$ cat config.mk
export PLATFORM = sky130hd
export DESIGN_NAME = cis_sequencer
export DESIGN_NICKNAME = d
export VERILOG_FILES = /design/src/cis_pkg.sv /design/src/cis_if.sv /design/src/cis_sequencer.sv /design/src/cis_edge_det.sv /design/src/cis_arbiter.sv
export SDC_FILE = /design/constraint.sdc
export NUM_CORES = 1
export LEC_CHECK = 0
export BUFFER_PORTS_ARGS = -buffer_cell sky130_fd_sc_hd__clkbuf_2
export CAP_MARGIN = 5
export CELL_PAD_IN_SITES_DETAIL_PLACEMENT = 2
export CELL_PAD_IN_SITES_GLOBAL_PLACEMENT = 2
export CORE_MARGIN = 1.5
export CORE_UTILIZATION = 32
export CTS_BUF_LIST = sky130_fd_sc_hd__clkbuf_8 sky130_fd_sc_hd__clkbuf_16
export DETAILED_ROUTE_END_ITERATION = 12
export GPL_TIMING_DRIVEN = 0
export PLACE_DENSITY_LB_ADDON = 0.15
export SLEW_MARGIN = 20
export SYNTH_ARGS = -nofsm -noshare
export SYNTH_HDL_FRONTEND = slang
export SYNTH_SLANG_ARGS = --single-unit
$ cat constraint.sdc
create_clock -name aclk -period 2.7 [get_ports aclk]
set_input_delay 0.405 -clock aclk [delete_from_list [all_inputs] [get_ports aclk]]
set_output_delay 0.405 -clock aclk [all_outputs]
set_load 0.03 [all_outputs]
$ cat src/cis_pkg.sv
// Shared constants and types of the interrupt sequencer
package cis_pkg;
  // Sources in polling order, index 0 polled first
  localparam int NUM_SRC = 12;
  localparam int NUM_LVL = 4;
  localparam int SRC_EXT0 = 0;
  localparam int SRC_TMR0 = 1;
  localparam int SRC_EXT1 = 2;
  localparam int SRC_TMR1 = 3;
  localparam int SRC_SER = 4;
  localparam int SRC_ADC = 11;

  // Register bus
  localparam int AXI_ADDR_W = 8;
  localparam logic [7:0] OFS_CTRL = 8'h00;
  localparam logic [7:0] OFS_EDGE = 8'h04;
  localparam logic [7:0] OFS_ENABLE = 8'h08;
  localparam logic [7:0] OFS_PRIO_A = 8'h0C;
  localparam logic [7:0] OFS_PRIO_B = 8'h10;
  localparam logic [7:0] OFS_STATUS = 8'h14;
  localparam logic [1:0] RESP_OKAY = 2'h0;
  localparam logic [1:0] RESP_SLVERR = 2'h2;

  // Control register fields
  localparam int CTRL_W = 3;
  localparam int CTRL_CDC_BIT = 0;
  localparam int CTRL_EXT0_EDGE_BIT = 1;
  localparam int CTRL_EXT1_EDGE_BIT = 2;
  localparam logic [CTRL_W-1:0] CTRL_RST = 3'h1;

  // Edge select fields, two bits per pin
  localparam int EDGE_FALL_OFS = 0;
  localparam int EDGE_RISE_OFS = 1;
  localparam logic [3:0] EDGE_RST = 4'h5;

  // Enable register fields
  localparam int ENABLE_W = 16;
  localparam int ENABLE_GLOBAL_BIT = 15;
  localparam logic [ENABLE_W-1:0] ENABLE_RST = 16'h0000;
  localparam logic [NUM_SRC-1:0] PRIO_RST = 12'h000;

  // Status register fields
  localparam int STATUS_ACT_LSB = 0;
  localparam int STATUS_REQ_LSB = 4;
  localparam int STATUS_BUSY_BIT = 16;

  // Machine cycle timing in oscillator periods
  localparam logic [3:0] OSC_PER_MC_SLOW = 4'hC;
  localparam logic [3:0] OSC_PER_MC_FAST = 4'h6;
  localparam logic [3:0] POLL_LEAD_OSC = 4'h7;
  // Same phase serves both rates: 12-7 in-cycle, 2*6-7 one cycle early
  localparam logic [3:0] POLL_PHASE = OSC_PER_MC_SLOW - POLL_LEAD_OSC;
  localparam int CALL_MC = 2;

  typedef enum logic [2:0] {
    SEQ_IDLE = 3'b001,
    SEQ_CALL_A = 3'b010,
    SEQ_CALL_B = 3'b100
  } cis_seq_t;
endpackage

$ cat src/cis_if.sv
// Internal carriers between the sequencer and its helpers
`timescale 1ns/1ps
interface cis_pin_if;
  logic [1:0] pin_n;
  logic [1:0] edge_mode;
  logic [3:0] edge_sel;
  logic [1:0] clr;
  logic [1:0] flag;
  modport det (input pin_n, edge_mode, edge_sel, clr, output flag);
  modport ctl (output pin_n, edge_mode, edge_sel, clr, input flag);
endinterface

interface cis_arb_if import cis_pkg::*; ();
  logic [NUM_SRC-1:0] req;
  logic [NUM_SRC-1:0] lvl_a;
  logic [NUM_SRC-1:0] lvl_b;
  logic [NUM_LVL-1:0] active;
  logic found;
  logic [3:0] src;
  logic [1:0] lvl;
  modport arb (input req, lvl_a, lvl_b, active, output found, src, lvl);
  modport ctl (output req, lvl_a, lvl_b, active, input found, src, lvl);
endinterface

$ cat src/cis_sequencer.sv
// Interrupt acknowledge sequencer with AXI4-Lite register slave
// Contract
// - Each external pin can request on falling, rising or both edges.
// - One active flag per level; return instruction clears serviced level.
// - Requests reach arbitration only when their enable bits allow.
// - Acknowledge sets one of four level flags and calls the vector.
// - The hardware call pushes the program counter, never the status word.
// - External and timer flags clear when the service routine starts.
// - Serial, sync and converter flags stay set for software to clear.
// - Service at instruction end unless request came in last seven periods.
// - The inserted call lasts two machine cycles.
// - At least three machine cycles from external request to service.
// - Extra wait during a four-cycle instruction stays within three cycles.
// - After return or enable/priority access, one more instruction runs; the code holds only after return.
// - Single-source latency lies between three and eight machine cycles.
// - Machine cycle is 12 periods with divide bit set, six otherwise.
// - No acknowledge while an equal or higher level is in service.
// - Higher level wins among simultaneous requests.
// - Fixed polling order resolves requests within one level.
// - Edge select has four bits and resets to falling edges only.
// - In level mode the external flag follows the sampled pin.
`timescale 1ns/1ps
module cis_sequencer import cis_pkg::*; #(
  parameter logic [15:0] VEC_BASE = 16'h0003,
  parameter logic [15:0] VEC_STRIDE = 16'h0008
) (
  // Clock and reset
  input wire logic aclk,
  input wire logic aresetn,
  // AXI4-Lite write
  input wire logic [AXI_ADDR_W-1:0] s_axi_awaddr,
  input wire logic [2:0] s_axi_awprot,
  input wire logic s_axi_awvalid,
  output logic s_axi_awready,
  input wire logic [31:0] s_axi_wdata,
  input wire logic [3:0] s_axi_wstrb,
  input wire logic s_axi_wvalid,
  output logic s_axi_wready,
  output logic [1:0] s_axi_bresp,
  output logic s_axi_bvalid,
  input wire logic s_axi_bready,
  // AXI4-Lite read
  input wire logic [AXI_ADDR_W-1:0] s_axi_araddr,
  input wire logic [2:0] s_axi_arprot,
  input wire logic s_axi_arvalid,
  output logic s_axi_arready,
  output logic [31:0] s_axi_rdata,
  output logic [1:0] s_axi_rresp,
  output logic s_axi_rvalid,
  input wire logic s_axi_rready,
  // External pins, active low
  input wire logic ext_pin_zero_n,
  input wire logic ext_pin_one_n,
  // Peripheral request flags
  input wire logic timer_zero_ovf_flag,
  input wire logic timer_one_ovf_flag,
  input wire logic [1:0] serial_rx_tx_flags,
  input wire logic display_vsync_flag,
  input wire logic display_hsync_flag,
  input wire logic even_field_flag,
  input wire logic line_marker_flag,
  input wire logic acq_vsync_flag,
  input wire logic acq_hsync_flag,
  input wire logic converter_done_flag,
  output logic timer_zero_ovf_clr,
  output logic timer_one_ovf_clr,
  // Instruction sequencer
  output logic mc_strobe,
  input wire logic instr_final_mc,
  input wire logic instr_holds_ack,
  input wire logic irq_return_instr_exec,
  output logic call_busy,
  output logic call_push_pc,
  output logic [15:0] call_addr,
  output logic [3:0] call_src,
  output logic call_done,
  output logic [NUM_LVL-1:0] level_active
);
  typedef struct packed {
    logic [CTRL_W-1:0] ctrl;
    logic [3:0] edge_sel;
    logic [ENABLE_W-1:0] enable;
    logic [NUM_SRC-1:0] prio_a;
    logic [NUM_SRC-1:0] prio_b;
    logic aw_got;
    logic [AXI_ADDR_W-1:0] aw_addr;
    logic w_got;
    logic [31:0] w_data;
    logic [3:0] w_strb;
    logic bvalid;
    logic [1:0] bresp;
    logic rvalid;
    logic [31:0] rdata;
    logic [1:0] rresp;
    logic [3:0] phase;
    logic mc_end;
    logic snap_found;
    logic [3:0] snap_src;
    logic [1:0] snap_lvl;
    cis_seq_t seq;
    logic [NUM_LVL-1:0] active;
    logic [3:0] src;
    logic [15:0] addr;
    logic done;
    logic [1:0] tclr;
    logic [1:0] eclr;
  } cis_top_st_t;

  cis_top_st_t st_ff;
  cis_top_st_t nxt_st;

  cis_pin_if pin_bus ();
  cis_arb_if arb_bus ();

  logic [NUM_SRC-1:0] raw_req;
  logic [32:0] rd_ans;
  logic [32:0] wr_old;
  logic [31:0] wr_word;
  logic [3:0] mc_len;
  logic [NUM_LVL-1:0] irq_return_instr_clr;

  // Bit 32 flags a mapped offset, bits 31:0 the read value
  function automatic logic [32:0] reg_read(input cis_top_st_t s,
      input logic [AXI_ADDR_W-1:0] a, input logic [NUM_SRC-1:0] req);
    logic [32:0] r;
    r = {1'b1, 32'h0000_0000};
    case (a)
      OFS_CTRL: r[CTRL_W-1:0] = s.ctrl;
      OFS_EDGE: r[3:0] = s.edge_sel;
      OFS_ENABLE: r[ENABLE_W-1:0] = s.enable;
      OFS_PRIO_A: r[NUM_SRC-1:0] = s.prio_a;
      OFS_PRIO_B: r[NUM_SRC-1:0] = s.prio_b;
      OFS_STATUS: begin
        r[STATUS_ACT_LSB +: NUM_LVL] = s.active;
        r[STATUS_REQ_LSB +: NUM_SRC] = req;
        r[STATUS_BUSY_BIT] = (s.seq != SEQ_IDLE);
      end
      default: r = {1'b0, 32'h0000_0000};
    endcase
    return r;
  endfunction

  function automatic logic [31:0] merge(input logic [31:0] old,
      input logic [31:0] data, input logic [3:0] strb);
    logic [31:0] m;
    m = old;
    for (int b = 0; b < 4; b++) begin
      if (strb[b]) begin
        m[8*b +: 8] = data[8*b +: 8];
      end
    end
    return m;
  endfunction

  // Returns a one-hot mask of the highest set level
  function automatic logic [NUM_LVL-1:0] top_level(
      input logic [NUM_LVL-1:0] act);
    logic [NUM_LVL-1:0] m;
    m = '0;
    for (int l = 0; l < NUM_LVL; l++) begin
      if (act[l]) begin
        m = '0;
        m[l] = 1'b1;
      end
    end
    return m;
  endfunction

  assign raw_req = {converter_done_flag, acq_hsync_flag, acq_vsync_flag,
                    line_marker_flag, even_field_flag, display_hsync_flag,
                    display_vsync_flag, |serial_rx_tx_flags,
                    timer_one_ovf_flag, pin_bus.flag[1],
                    timer_zero_ovf_flag, pin_bus.flag[0]};

  assign pin_bus.pin_n = {ext_pin_one_n, ext_pin_zero_n};
  assign pin_bus.edge_mode = {st_ff.ctrl[CTRL_EXT1_EDGE_BIT],
                              st_ff.ctrl[CTRL_EXT0_EDGE_BIT]};
  assign pin_bus.edge_sel = st_ff.edge_sel;
  assign pin_bus.clr = st_ff.eclr;

  assign arb_bus.req = raw_req & st_ff.enable[NUM_SRC-1:0] &
      {NUM_SRC{st_ff.enable[ENABLE_GLOBAL_BIT]}};
  assign arb_bus.lvl_a = st_ff.prio_a;
  assign arb_bus.lvl_b = st_ff.prio_b;
  assign arb_bus.active = st_ff.active;

  cis_edge_det u_edge (
    .aclk(aclk),
    .aresetn(aresetn),
    .pins(pin_bus.det)
  );

  cis_arbiter u_arb (
    .aclk(aclk),
    .aresetn(aresetn),
    .arb(arb_bus.arb)
  );

  assign s_axi_awready = ~st_ff.aw_got & ~st_ff.bvalid;
  assign s_axi_wready = ~st_ff.w_got & ~st_ff.bvalid;
  assign s_axi_arready = ~st_ff.rvalid;

  always_comb begin
    nxt_st = st_ff;
    nxt_st.done = 1'b0;
    nxt_st.tclr = 2'h0;
    nxt_st.eclr = 2'h0;
    rd_ans = reg_read(st_ff, s_axi_araddr, raw_req);
    wr_old = reg_read(st_ff, st_ff.aw_addr, raw_req);
    wr_word = merge(wr_old[31:0], st_ff.w_data, st_ff.w_strb);
    mc_len = st_ff.ctrl[CTRL_CDC_BIT] ? OSC_PER_MC_SLOW
                                      : OSC_PER_MC_FAST;
    irq_return_instr_clr = irq_return_instr_exec ? top_level(st_ff.active) : '0;

    // Write channel: address and data in either order
    if (s_axi_awvalid && s_axi_awready) begin
      nxt_st.aw_got = 1'b1;
      nxt_st.aw_addr = s_axi_awaddr;
    end
    if (s_axi_wvalid && s_axi_wready) begin
      nxt_st.w_got = 1'b1;
      nxt_st.w_data = s_axi_wdata;
      nxt_st.w_strb = s_axi_wstrb;
    end
    if (st_ff.aw_got && st_ff.w_got) begin
      nxt_st.aw_got = 1'b0;
      nxt_st.w_got = 1'b0;
      nxt_st.bvalid = 1'b1;
      nxt_st.bresp = wr_old[32] ? RESP_OKAY : RESP_SLVERR;
      case (st_ff.aw_addr)
        OFS_CTRL: nxt_st.ctrl = wr_word[CTRL_W-1:0];
        OFS_EDGE: nxt_st.edge_sel = wr_word[3:0];
        OFS_ENABLE: nxt_st.enable = wr_word[ENABLE_W-1:0];
        OFS_PRIO_A: nxt_st.prio_a = wr_word[NUM_SRC-1:0];
        OFS_PRIO_B: nxt_st.prio_b = wr_word[NUM_SRC-1:0];
        default: nxt_st.bvalid = 1'b1;
      endcase
    end
    if (st_ff.bvalid && s_axi_bready) begin
      nxt_st.bvalid = 1'b0;
    end

    // Read channel
    if (st_ff.rvalid && s_axi_rready) begin
      nxt_st.rvalid = 1'b0;
    end
    if (s_axi_arvalid && s_axi_arready) begin
      nxt_st.rvalid = 1'b1;
      nxt_st.rdata = rd_ans[31:0];
      nxt_st.rresp = rd_ans[32] ? RESP_OKAY : RESP_SLVERR;
    end

    // Machine cycle timing; a change to the fast rate mid-cycle ends it early
    nxt_st.phase = (st_ff.phase >= mc_len - 4'h1) ? 4'h0
                                                  : st_ff.phase + 4'h1;
    nxt_st.mc_end = (nxt_st.phase == mc_len - 4'h1);

    // Later requests miss this instruction and wait for the next
    if (st_ff.phase == POLL_PHASE) begin
      nxt_st.snap_found = arb_bus.found;
      nxt_st.snap_src = arb_bus.src;
      nxt_st.snap_lvl = arb_bus.lvl;
    end

    nxt_st.active = st_ff.active & ~irq_return_instr_clr;

    case (st_ff.seq)
      SEQ_IDLE: begin
        // Only at an instruction boundary, so MUL/DIV bound the wait
        if (st_ff.mc_end && instr_final_mc && st_ff.snap_found &&
            !instr_holds_ack &&
            ((st_ff.active >> st_ff.snap_lvl) == 4'h0)) begin
          nxt_st.seq = SEQ_CALL_A;
          nxt_st.active[st_ff.snap_lvl] = 1'b1;
          nxt_st.src = st_ff.snap_src;
          nxt_st.addr = VEC_BASE + 16'(st_ff.snap_src) * VEC_STRIDE;
        end
      end
      SEQ_CALL_A: begin
        if (st_ff.mc_end) begin
          nxt_st.seq = SEQ_CALL_B;
        end
      end
      SEQ_CALL_B: begin
        if (st_ff.mc_end) begin
          nxt_st.seq = SEQ_IDLE;
          nxt_st.done = 1'b1;
          // Serial, sync and converter flags are left alone
          nxt_st.eclr[0] = (st_ff.src == 4'(SRC_EXT0));
          nxt_st.eclr[1] = (st_ff.src == 4'(SRC_EXT1));
          nxt_st.tclr[0] = (st_ff.src == 4'(SRC_TMR0));
          nxt_st.tclr[1] = (st_ff.src == 4'(SRC_TMR1));
        end
      end
      default: nxt_st.seq = SEQ_IDLE;
    endcase
  end

  always_ff @(posedge aclk) begin
    if (!aresetn) begin
      st_ff <= '0;
      st_ff.ctrl <= CTRL_RST;
      st_ff.edge_sel <= EDGE_RST;
      st_ff.enable <= ENABLE_RST;
      st_ff.prio_a <= PRIO_RST;
      st_ff.prio_b <= PRIO_RST;
      st_ff.seq <= SEQ_IDLE;
    end else begin
      st_ff <= nxt_st;
    end
  end

  assign s_axi_bvalid = st_ff.bvalid;
  assign s_axi_bresp = st_ff.bresp;
  assign s_axi_rvalid = st_ff.rvalid;
  assign s_axi_rdata = st_ff.rdata;
  assign s_axi_rresp = st_ff.rresp;
  assign mc_strobe = st_ff.mc_end;
  assign call_busy = (st_ff.seq != SEQ_IDLE);
  // No status word push exists on this port
  assign call_push_pc = (st_ff.seq != SEQ_IDLE);
  assign call_addr = st_ff.addr;
  assign call_src = st_ff.src;
  assign call_done = st_ff.done;
  assign timer_zero_ovf_clr = st_ff.tclr[0];
  assign timer_one_ovf_clr = st_ff.tclr[1];
  assign level_active = st_ff.active;
endmodule

$ cat src/cis_edge_det.sv
// Pin synchroniser and edge or level detector for both external pins
`timescale 1ns/1ps
module cis_edge_det import cis_pkg::*; (
  // Clock and reset
  input wire logic aclk,
  input wire logic aresetn,
  // Pin side
  cis_pin_if.det pins
);
  typedef struct packed {
    logic [1:0] meta;
    logic [1:0] sync;
    logic [1:0] prev;
    logic [1:0] flag;
  } cis_edge_st_t;

  cis_edge_st_t st_ff;
  cis_edge_st_t nxt_st;
  logic [1:0] fall;
  logic [1:0] rise;
  logic [1:0] hit;

  always_comb begin
    nxt_st = st_ff;
    nxt_st.meta = pins.pin_n;
    nxt_st.sync = st_ff.meta;
    nxt_st.prev = st_ff.sync;
    for (int i = 0; i < 2; i++) begin
      fall[i] = st_ff.prev[i] & ~st_ff.sync[i];
      rise[i] = ~st_ff.prev[i] & st_ff.sync[i];
      hit[i] = (fall[i] & pins.edge_sel[2*i+EDGE_FALL_OFS]) |
               (rise[i] & pins.edge_sel[2*i+EDGE_RISE_OFS]);
      if (pins.edge_mode[i]) begin
        // Edge seen in the clearing cycle still wins
        if (hit[i]) begin
          nxt_st.flag[i] = 1'b1;
        end else if (pins.clr[i]) begin
          nxt_st.flag[i] = 1'b0;
        end
      end else begin
        nxt_st.flag[i] = ~st_ff.sync[i];
      end
    end
  end

  // Pins idle high, so no false edge straight after reset
  always_ff @(posedge aclk) begin
    if (!aresetn) begin
      st_ff <= '0;
      st_ff.meta <= 2'h3;
      st_ff.sync <= 2'h3;
      st_ff.prev <= 2'h3;
    end else begin
      st_ff <= nxt_st;
    end
  end

  assign pins.flag = st_ff.flag;
endmodule

$ cat src/cis_arbiter.sv
// Level and polling-order arbiter with nesting block
`timescale 1ns/1ps
module cis_arbiter import cis_pkg::*; (
  // Clock and reset
  input wire logic aclk,
  input wire logic aresetn,
  // Request side
  cis_arb_if.arb arb
);
  typedef struct packed {
    logic found;
    logic [3:0] src;
    logic [1:0] lvl;
  } cis_arb_st_t;

  cis_arb_st_t st_ff;
  cis_arb_st_t nxt_st;

  // Level l is open only while no level at or above it is active
  function automatic logic [NUM_LVL-1:0] lvl_open(
      input logic [NUM_LVL-1:0] act);
    logic [NUM_LVL-1:0] res;
    res = '1;
    for (int l = 0; l < NUM_LVL; l++) begin
      for (int k = l; k < NUM_LVL; k++) begin
        if (act[k]) begin
          res[l] = 1'b0;
        end
      end
    end
    return res;
  endfunction

  logic [NUM_LVL-1:0] open_lvl;

  // Later writes win: highest level, then lowest polling index
  always_comb begin
    open_lvl = lvl_open(arb.active);
    nxt_st = '0;
    for (int l = 0; l < NUM_LVL; l++) begin
      for (int i = NUM_SRC - 1; i >= 0; i--) begin
        if (arb.req[i] && open_lvl[l] &&
            ({arb.lvl_b[i], arb.lvl_a[i]} == 2'(l))) begin
          nxt_st.found = 1'b1;
          nxt_st.src = 4'(i);
          nxt_st.lvl = 2'(l);
        end
      end
    end
  end

  always_ff @(posedge aclk) begin
    if (!aresetn) begin
      st_ff <= '0;
    end else begin
      st_ff <= nxt_st;
    end
  end

  assign arb.found = st_ff.found;
  assign arb.src = st_ff.src;
  assign arb.lvl = st_ff.lvl;
endmodule

==> summary.md, run 1 <==
| Metric | Value |
|---|---|
| CP startpoint kind | `flop` |
| CP max-delay cell | `a311oi_1` |
| Drc violations | `0` |
| Setup crit end kind | `flop` |
| Total Die Area | `24600 sq um` |
| RSZ-0062 raised after global routing | `no` |
| Fillers | `2758` |
| Seq/Total Area, Yosys | `37.1%` |
| Cell class contributing the biggest share of worst-path delay | `simple AND/OR/NAND/NOR gates` |
| HP Start | `ext_pin_zero_n` |
| DR iter-0 viols | `347` |
| Fin nets | `1189` |
| Worst path bufs/invs | `3` |
| GR Util All Layers | `24.5%` |
| Num ports | `152` |
| Fmax | `392 MHz` |
| Largest net degree at the start of global routing | `17` |
| Critical Path RT | `3.01 ns` |
| Setup violations, final | `0` |
| Area share of the largest cell type after synthesis | `37.1%` |
| Hold Buf Count CTS | `0` |
| CTS Buffer Depth | `2` |
| Placed Cells | `1403` |
| Multi-input gate area | `4150 sq um` |
| HP Class | `in -> reg` |
| Cell leakage power | `3.83 nW` |
| Crit path setup slack, layout | `0.149 ns` |
| Relative slew slack | `42.5%` |
| Total negative slack | `0 ns` |
| Cell variety after synth | `66` |
| Clk sink count | `140` |
| Register clock-pin slew on the reported worst setup and hold paths | `0.07 ns` |
| Initial antenna violation count | `0` |
| Reg area | `2800 sq um` |
| R2r startpoint | `st_ff[167]$_SDFFE_PN0P_` |
| Layout cells sized above 1 | `20.2%` |
| Mapped Avg Cell Area | `7.87 sq um` |
| Final Hold Viols | `0` |
| Crit path DAT | `2.86 ns` |
| Post-Route WL | `28900 um` |
| CTS tree | `done` |
| Chip height | `157 um` |
| CORE AREA | `23300 sq um` |
| Yosys warnings | `0` |
| Synth-to-layout area growth | `21.8%` |
| Most frequent cells in the layout | `dfxtp_1 (140), nor2_1 (128), nand2_1 (125)` |
| Global-route wire length before repair | `46000 um` |
| Vias per inst | `5.30` |
| Mapped cell area | `7560 sq um` |
| Skew-Pair Late Insertion Delay | `0.43 ns` |
| Crit path from | `st_ff[167]$_SDFFE_PN0P_` |
| Reported max-cap violation count | `0` |
| Status | `finished, final reports clean` |
| Vias in the first global route | `7897` |
| Tot Pwr | `5.32 mW` |
| Router iterations before antenna repair | `4` |
| Period Utilization, post-route | `94.5%` |
| H-tree depth | `4` |
| Area contributors post-synth | `dfxtp_1 (37%), nor2_1 (6.4%), nand2_1 (6.2%)` |
| Postcts setup bufs | `0` |
| Worst-path fanout max | `10` |
| Setup Slack @ Placement | `0.0566 ns` |
| Finished Layout Cells | `1435` |
| Routability cong. | `0.943` |
| Least-Margin Pin Slew | `0.860 ns` |
| IR drop worst, VDD | `430 uV` |
| Pwr per Cell Area | `577 nW/um^2` |
| Average wire per standard cell | `20.1 um` |
| Gr ovfl total | `0` |
| N_diodes | `0` |
| Vias | `7601` |
| Total CTS buffers | `17` |
| Clock skew | `0.00784 ns` |
| Slowest stage delay, CP | `0.40 ns` |
| Buffers on Ports | `98` |
| Worst-path cell chain | `buf_2, clkbuf_4, buf_4, nor2b_1, a21oi_1, a311oi_1, nand3b_1, o2111ai_1, and4_1` |
| Syn Inst Count | `960` |
| # rows | `56` |
| Die X | `157 um` |
| Number of flops mapped to enable cells by yosys | `0` |
| Yosys top cell by area | `dfxtp_1` |
| Critical path class | `reg -> reg` |
| Post-synthesis register bit count | `140` |
| Root Driver | `clkbuf_16` |
| Detailed Place HPWL | `22500 um` |
| Final max-slew violation count | `0` |
| Tmin final | `2.55 ns` |
| Commonest non-fill, non-tap cell in the layout | `dfxtp_1` |
| Routed Antenna Nets | `0` |
| Most used DFF post-synth | `dfxtp_1` |
| Initial Utilization | `32.4%` |
| Async set-reset flop share out of synthesis | `0%` |
worst paths after layout:
kind,endpoint,depth (start not counted),slack (ns)
setup / recovery,u_arb.arb.src[3]$_SDFF_PP0_,9,0.15
hold / removal,u_edge.nxt_st[4]$_SDFF_PN1_,2,0.16
setup reg to reg,u_arb.arb.src[3]$_SDFF_PP0_,9,0.15
hold reg to reg,u_edge.nxt_st[2]$_SDFF_PN1_,1,0.41
cell usage after synthesis, drive strengths merged (16+ instances only):
| cell | number |
|---|---|
| a211oi | 34 |
| a21oi | 63 |
| a221oi | 20 |
| a22oi | 16 |
| buf | 72 |
| clkbuf | 41 |
| dfxtp | 140 |
| inv | 18 |
| mux2i | 35 |
| nand2 | 125 |
| nand3 | 22 |
| nor2 | 129 |
| nor2b | 18 |
| nor3 | 27 |
| o21ai | 32 |
metal layers:
layer	GRT usage (%)	vias to the layer above	wire length (um)
li1	-	3634	-
met1	32.1	3768	13300
met2	41.8	163	13900
met3	3.16	36	1010
met4	7.62	0	604
met5	0	-	0
sequential cells by signal, summed over array words and instances, names as in the netlist:
signal and cells:
u_edge.pins.flag 2, pin_bus.clr 2, timer_one_ovf_clr 1, u_edge.nxt_st 4
s_axi_rdata 17, timer_zero_ovf_clr 1, arb_bus.lvl_a 12, pin_bus.edge_sel 4
st_ff 59, u_arb.arb.lvl 2, mc_strobe 1, s_axi_rvalid 1
u_arb.arb.found 1, call_addr 1, s_axi_bresp 1, pin_bus.edge_mode 2
level_active 4, arb_bus.lvl_b 12, u_edge.st_ff 2, call_done 1
u_arb.arb.src 4, s_axi_rresp 1, call_src 4, s_axi_bvalid 1
per-stage QoR:
step                      cell area [sq um]  util [%]  hold slack, ns
after floorplan                        7660         -           0.386
after global placement                 8550      36.6           0.395
after detailed placement               8550      36.6           0.395
after CTS                              9170      39.3           0.149
after global routing                   9210      39.5           0.159
final                                  9210      39.5           0.159
cells by family (layout without fill, tap and decap cells):
kind of cell	count (synthesis)	after routing	synth area share [%]
other	1	27	0.0496
AND/OR/NAND/NOR	414	414	26.2
buffers and inverters	132	262	9.76
adder cells (fa/ha/maj)	5	5	0.828
AO/OA/AOI/OAI	223	223	19.9
multiplexers	42	42	5.83
flip-flops	140	140	37.1
XOR/XNOR	3	3	0.348
area by class of cell:
type,instances,area share (%)
Timing Repair Buffer,98,5.33
Sequential cell,140,30.4
Buffer,113,7.31
Multi-Input combinational cell,714,45.1
Clock inverter,14,1.97
Tap cell,319,4.34
Clock buffer,18,4.77
Inverter,19,0.775
where the power goes:
part	internal (mW)	total, mW	leakage, nW	switching [mW]
Clock	1.50	2.51	0.301	1.02
Sequential	2.13	2.18	1.14	0.0487
Combinational	0.208	0.625	2.39	0.417
Total	3.83	5.32	3.83	1.48
repair_timing:
action	CTS	global route
endpoints found under the setup margin	3	38
pin swaps	0	0
resized for setup	2	14
endpoints found under the hold margin	0	0
Power figures use the tool's default switching activity.
==> run 2: changes to the inputs <==
- PLACE_DENSITY: default -> 0.86
- PLACE_DENSITY_LB_ADDON: 0.15 -> default
==> summary.md, run 2 (synthesized netlist as in run 1, its figures left out) <==
| Metric | Value |
|---|---|
| Status | `finished, final reports clean (unchanged)` |
| Fin area | `9130 sq um (was 9210 sq um)` |
| CP startpoint kind | `flop (unchanged)` |
| Vias per inst | `5.46 (was 5.30)` |
| Reported max-cap violation count | `0 (unchanged)` |
| Detailed Place HPWL | `22500 um (about the same)` |
| Reg area | `2800 sq um (unchanged)` |
| Crit path from | `st_ff[167]$_SDFFE_PN0P_ (unchanged)` |
| Final Util | `39.1% (was 39.5%)` |
| Routed Antenna Nets | `0 (unchanged)` |
| Layout cells sized above 1 | `20.1% (was 20.2%)` |
| Clock skew | `0.0106 ns (was 0.00784 ns)` |
| HP Class | `in -> reg (unchanged)` |
| Commonest non-fill, non-tap cell in the layout | `dfxtp_1 (unchanged)` |
| Period Utilization, post-route | `98.3% (was 94.5%)` |
| Clk sink count | `140 (unchanged)` |
| Crit path setup slack, layout | `0.0446 ns (was 0.149 ns)` |
| Max reg flops | `59 (unchanged)` |
| Buffers on Ports | `98 (unchanged)` |
| Fmax | `377 MHz (was 392 MHz)` |
| Cts repair resizes | `1 (was 2)` |
| Cell leakage power | `3.80 nW (was 3.83 nW)` |
| DR iter-0 viols | `456 (was 347)` |
| Die X | `157 um (unchanged)` |
| Skew-Pair Late Insertion Delay | `0.44 ns (was 0.43 ns)` |
| Worst-path cell chain | `clkbuf_2, nor2b_1, and3_1, nor3_1, a2111oi_0, nor2_1, a2111oi_2 (was buf_2, clkbuf_4, buf_4, nor2b_1, a21oi_1, a311oi_1, nand3b_1, o2111ai_1, and4_1)` |
| Average wire per standard cell | `21.1 um (was 20.1 um)` |
| Finished Layout Cells | `1435 (unchanged)` |
| Most frequent cells in the layout | `dfxtp_1 (140), nor2_1 (128), nand2_1 (125) (unchanged)` |
| CORE AREA | `23300 sq um (unchanged)` |
| Crit path DAT | `2.98 ns (was 2.86 ns)` |
| Total CTS buffers | `17 (unchanged)` |
| Final max-slew violation count | `0 (unchanged)` |
| Final Hold Viols | `0 (unchanged)` |
| N_diodes | `0 (unchanged)` |
| Tot Pwr | `5.10 mW (was 5.32 mW)` |
| Least-Margin Pin Slew | `0.828 ns (was 0.860 ns)` |
| Area after DPL | `8550 sq um (unchanged)` |
| Register clock-pin slew on the reported worst setup and hold paths | `0.07 ns (about the same)` |
| Largest net degree at the start of global routing | `17 (unchanged)` |
| Reg with most FFs | `st_ff (unchanged)` |
| CP max-delay cell | `nor2b_1 (was a311oi_1)` |
| Drc violations | `0 (unchanged)` |
| Tmin final | `2.66 ns (was 2.55 ns)` |
| Setup violations, final | `0 (unchanged)` |
| Setup Slack @ Placement | `0.00578 ns (was 0.0566 ns)` |
| Fin nets | `1189 (unchanged)` |
| Placed Cells | `1403 (unchanged)` |
| Total negative slack | `0 ns (unchanged)` |
| Gr ovfl total | `0 (unchanged)` |
| Fillers | `2775 (was 2758)` |
| Chip height | `157 um (unchanged)` |
| Initial antenna violation count | `0 (unchanged)` |
| IR drop worst, VDD | `323 uV (was 430 uV)` |
| Worst-path fanout max | `8 (was 10)` |
| Post-Route WL | `30300 um (was 28900 um)` |
| Router iterations before antenna repair | `5 (was 4)` |
| Initial Utilization | `32.4% (unchanged)` |
| Vias in the first global route | `8303 (was 7897)` |
| Slowest stage delay, CP | `0.52 ns (was 0.40 ns)` |
| RSZ-0062 raised after global routing | `yes (was no)` |
| Root Driver | `clkbuf_16 (unchanged)` |
| Hold Buf Count CTS | `0 (unchanged)` |
| Setup crit end kind | `flop (unchanged)` |
| Synth-to-layout area growth | `20.7% (was 21.8%)` |
| Final hold slack | `0.137 ns (was 0.159 ns)` |
| Global-route wire length before repair | `47100 um (was 46000 um)` |
| Critical path class | `reg -> reg (unchanged)` |
| Postcts setup bufs | `0 (unchanged)` |
| CTS tree | `done (unchanged)` |
| Routability cong. | `0.917 (was 0.943)` |
| H-tree depth | `4 (unchanged)` |
| Vias | `7834 (was 7601)` |
| Relative slew slack | `44.7% (was 42.5%)` |
| Critical Path RT | `3.03 ns (was 3.01 ns)` |
| Total Die Area | `24600 sq um (unchanged)` |
| # rows | `56 (unchanged)` |
| R2r startpoint | `st_ff[167]$_SDFFE_PN0P_ (unchanged)` |
| Pwr per Cell Area | `558 nW/um^2 (was 577 nW/um^2)` |
| CTS Buffer Depth | `2 (unchanged)` |
| HP Start | `s_axi_rready (was ext_pin_zero_n)` |
| GR Util All Layers | `25.2% (was 24.5%)` |
| Multi-input gate area | `4140 sq um (was 4150 sq um)` |
| Num ports | `152 (unchanged)` |
-- run 2: final timing paths --
path                            endpoint  slack (ns)  depth (start not counted)
max          u_arb.arb.src[0]$_SDFF_PP0_        0.04                          7
min reg2reg  u_edge.nxt_st[2]$_SDFF_PN1_        0.41                          1
max reg2reg  u_arb.arb.src[0]$_SDFF_PP0_        0.04                          7
min            s_axi_rvalid$_SDFFE_PN0P_        0.14                          2
-- run 2: layer usage --
metal | share of wire (%) | wire length, um | track usage (%) | up-vias
met5 | 0 | 0 | 0 | -
met4 | 3.4 | 1040 | 11.6 | 0
met3 | 4.3 | 1310 | 4.49 | 70
met2 | 50 | 15000 | 43.5 | 235
met1 | 43 | 12900 | 30.5 | 3894
li1 | - | - | - | 3635
-- run 2: critical path: cells and delay by family, from the launching register on --
family	cells	cell delay, ns
flip-flops	1	0.35
buffers and inverters	1	0.23
AND/OR/NAND/NOR	4	1.13
AO/OA/AOI/OAI	2	0.83
-- run 2: final cells by class --
class,instances,share of cell area [%]
plain buffers,113,7.39
clock buffers,18,4.81
clock inverters,14,1.19
inverters,19,0.781
multi-input cells,714,45.4
flip-flops and latches,140,30.7
well taps,319,4.37
repair buffers,98,5.37
-- run 2: report_power, final --
| part | switching (mW) | leakage [nW] | internal (mW) |
|---|---|---|---|
| clock | 1.07 | 0.267 | 1.21 |
| sequential | 0.0514 | 1.14 | 2.13 |
| combinational | 0.426 | 2.39 | 0.209 |
==> run 3: changes to the inputs <==
- RECOVER_POWER: default -> 25
==> summary.md, run 3 (synthesized netlist as in run 1, its figures left out) <==
| Metric | Value |
|---|---|
| IR drop worst, VDD | `323 uV (about the same)` |
| Reg-to-reg endpoint | `u_arb.arb.src[0]$_SDFF_PP0_ (unchanged)` |
| Clk sink count | `140 (unchanged)` |
| HP Class | `in -> reg (unchanged)` |
| Max reg flops | `59 (unchanged)` |
| Setup violations, final | `0 (unchanged)` |
| Gr ovfl total | `0 (unchanged)` |
| Crit path setup slack, layout | `0.0514 ns (was 0.0446 ns)` |
| Crit path from | `st_ff[167]$_SDFFE_PN0P_ (unchanged)` |
| Worst-path cell chain | `clkbuf_2, nor2b_1, and3_1, nor3_1, a2111oi_0, nor2_1, a2111oi_2 (unchanged)` |
| Crit path DAT | `2.98 ns (about the same)` |
| Register clock-pin slew on the reported worst setup and hold paths | `0.07 ns (about the same)` |
| Root Driver | `clkbuf_16 (unchanged)` |
| Reported max-cap violation count | `0 (unchanged)` |
| Detailed Place HPWL | `22500 um (unchanged)` |
| Relative slew slack | `45.5% (was 44.7%)` |
| Largest net degree at the start of global routing | `17 (unchanged)` |
| Period Utilization, post-route | `98.1% (was 98.3%)` |
| Num ports | `152 (unchanged)` |
| Chip height | `157 um (unchanged)` |
| Skew-Pair Late Insertion Delay | `0.44 ns (about the same)` |
| Cell leakage power | `3.68 nW (was 3.80 nW)` |
| Drc violations | `0 (unchanged)` |
| Average wire per standard cell | `21.1 um (about the same)` |
| Vias | `7839 (was 7834)` |
| Critical path class | `reg -> reg (unchanged)` |
| H-tree depth | `4 (unchanged)` |
| # rows | `56 (unchanged)` |
| Pwr per Cell Area | `560 nW/um^2 (was 558 nW/um^2)` |
| Cells on worst reg2reg path | `7 (unchanged)` |
| Total CTS buffers | `17 (unchanged)` |
| GR Util All Layers | `25.2% (unchanged)` |
| Reg with most FFs | `st_ff (unchanged)` |
| Global-route wire length before repair | `47100 um (unchanged)` |
| Die X | `157 um (unchanged)` |
| Final Util | `38.9% (was 39.1%)` |
| Vias in the first global route | `8303 (unchanged)` |
| Slowest stage delay, CP | `0.52 ns (about the same)` |
| Post-Route WL | `30300 um (about the same)` |
| Most frequent cells in the layout | `dfxtp_1 (140), nor2_1 (128), nand2_1 (125) (unchanged)` |
| Routed Antenna Nets | `0 (unchanged)` |
| Placed Cells | `1403 (unchanged)` |
| Hold Buf Count CTS | `0 (unchanged)` |
| CP max-delay cell | `a2111oi_0 (was nor2b_1)` |
| Commonest non-fill, non-tap cell in the layout | `dfxtp_1 (unchanged)` |
| Status | `finished, final reports clean (unchanged)` |
| DR iter-0 viols | `478 (was 456)` |
| Initial antenna violation count | `0 (unchanged)` |
| Router iterations before antenna repair | `5 (unchanged)` |
| Routability cong. | `0.917 (unchanged)` |
| Worst-path fanout max | `8 (unchanged)` |
| Setup crit end kind | `flop (unchanged)` |
| RSZ-0062 raised after global routing | `yes (unchanged)` |
| Tmin final | `2.65 ns (was 2.66 ns)` |
| Reg2reg setup slack | `0.05 ns (was 0.04 ns)` |
| CTS tree | `done (unchanged)` |
| Finished Layout Cells | `1435 (unchanged)` |
| CP startpoint kind | `flop (unchanged)` |
| N_diodes | `0 (unchanged)` |
| Final Hold Viols | `0 (unchanged)` |
| Total Die Area | `24600 sq um (unchanged)` |
| Fillers | `2785 (was 2775)` |
| Critical path capture point | `u_arb.arb.src[0]$_SDFF_PP0_ (unchanged)` |
| Initial Utilization | `32.4% (unchanged)` |
| CTS Buffer Depth | `2 (unchanged)` |
| Clock skew | `0.0101 ns (was 0.0106 ns)` |
| CORE AREA | `23300 sq um (unchanged)` |
| Final max-slew violation count | `0 (unchanged)` |
| HP Start | `s_axi_rready (unchanged)` |
| Critical Path RT | `3.03 ns (about the same)` |
| R2r startpoint | `st_ff[167]$_SDFFE_PN0P_ (unchanged)` |
| Setup Slack @ Placement | `0.00578 ns (unchanged)` |
| Least-Margin Pin Slew | `0.816 ns (was 0.828 ns)` |
| Synth-to-layout area growth | `20.2% (was 20.7%)` |
| Fin nets | `1189 (unchanged)` |
| Buffers on Ports | `98 (unchanged)` |
| Fmax | `378 MHz (was 377 MHz)` |
| Vias per inst | `5.46 (about the same)` |
| Layout cells sized above 1 | `16.9% (was 20.1%)` |
run 3: changes by cell type in the layout (fill, tap and decap cells not counted):
| cell | delta |
|---|---|
| and2_0 | +1 |
| and2_1 | -1 |
| clkbuf_1 | +35 |
| clkbuf_2 | -35 |
run 3: worst min path at each step:
stage / to / slack (ns) / cells past startpoint
final: s_axi_rvalid$_SDFFE_PN0P_ / 0.14 / 2
after global routing: s_axi_rvalid$_SDFFE_PN0P_ / 0.14 / 2
after CTS: s_axi_rvalid$_SDFFE_PN0P_ / 0.13 / 2
after detailed placement: u_edge.nxt_st[2]$_SDFF_PN1_ / 0.40 / 1
after global placement: u_edge.nxt_st[2]$_SDFF_PN1_ / 0.39 / 1
after floorplan: u_edge.nxt_st[2]$_SDFF_PN1_ / 0.39 / 1
run 3: timing repair:
action / CTS / global route
cloned: 0 / 0
setup buffers: 0 / 0
endpoints found under the setup margin: 1 / 28
gates resized for setup: 1 / 14
run 3: per-layer routing:
| metal | GRT usage (%) | routed length (um) | up-vias |
|---|---|---|---|
| met5 | 0 | 0 | - |
| met4 | 11.6 | 1010 | 0 |
| met3 | 4.49 | 1330 | 71 |
| met2 | 43.5 | 15000 | 213 |
| met1 | 30.5 | 13000 | 3923 |
| li1 | - | - | 3632 |
run 3: cell type report:
cell class              count  area (sq um)  area share (%)
well taps                 319           399            4.39
inverters                  19          71.3           0.785
repair buffers             98           447            4.92
clock inverters            14           109            1.20
flip-flops and latches    140          2800            30.9
plain buffers             113           674            7.42
multi-input cells         714          4140            45.6
clock buffers              18           439            4.83
run 3: per-stage QoR:
step	TNS [ns]	total power, mW	area [sq um]	hold WS [ns]
2_1_floorplan	0	2.63	7660	0.386
3_3_place_gp	0	2.82	8550	0.390
3_5_place_dp	0	2.84	8550	0.401
4_1_cts	0	5.11	9100	0.131
5_1_grt	-0.0842	5.27	9080	0.142
6_report	0	5.09	9080	0.137
run 3: power by group:
part           internal (mW)  switching, mW
Sequential              2.13         0.0511
Combinational          0.203          0.426
Clock                   1.21           1.07
Total                   3.54           1.54
run 3: worst max-delay path, delay by kind of cell, from the launching register on:
| kind | cells | cell delay (ns) |
|---|---|---|
| AO/OA/AOI/OAI | 2 | 0.84 |
| flip-flops | 1 | 0.35 |
| buffers and inverters | 1 | 0.23 |
| AND/OR/NAND/NOR | 4 | 1.12 |
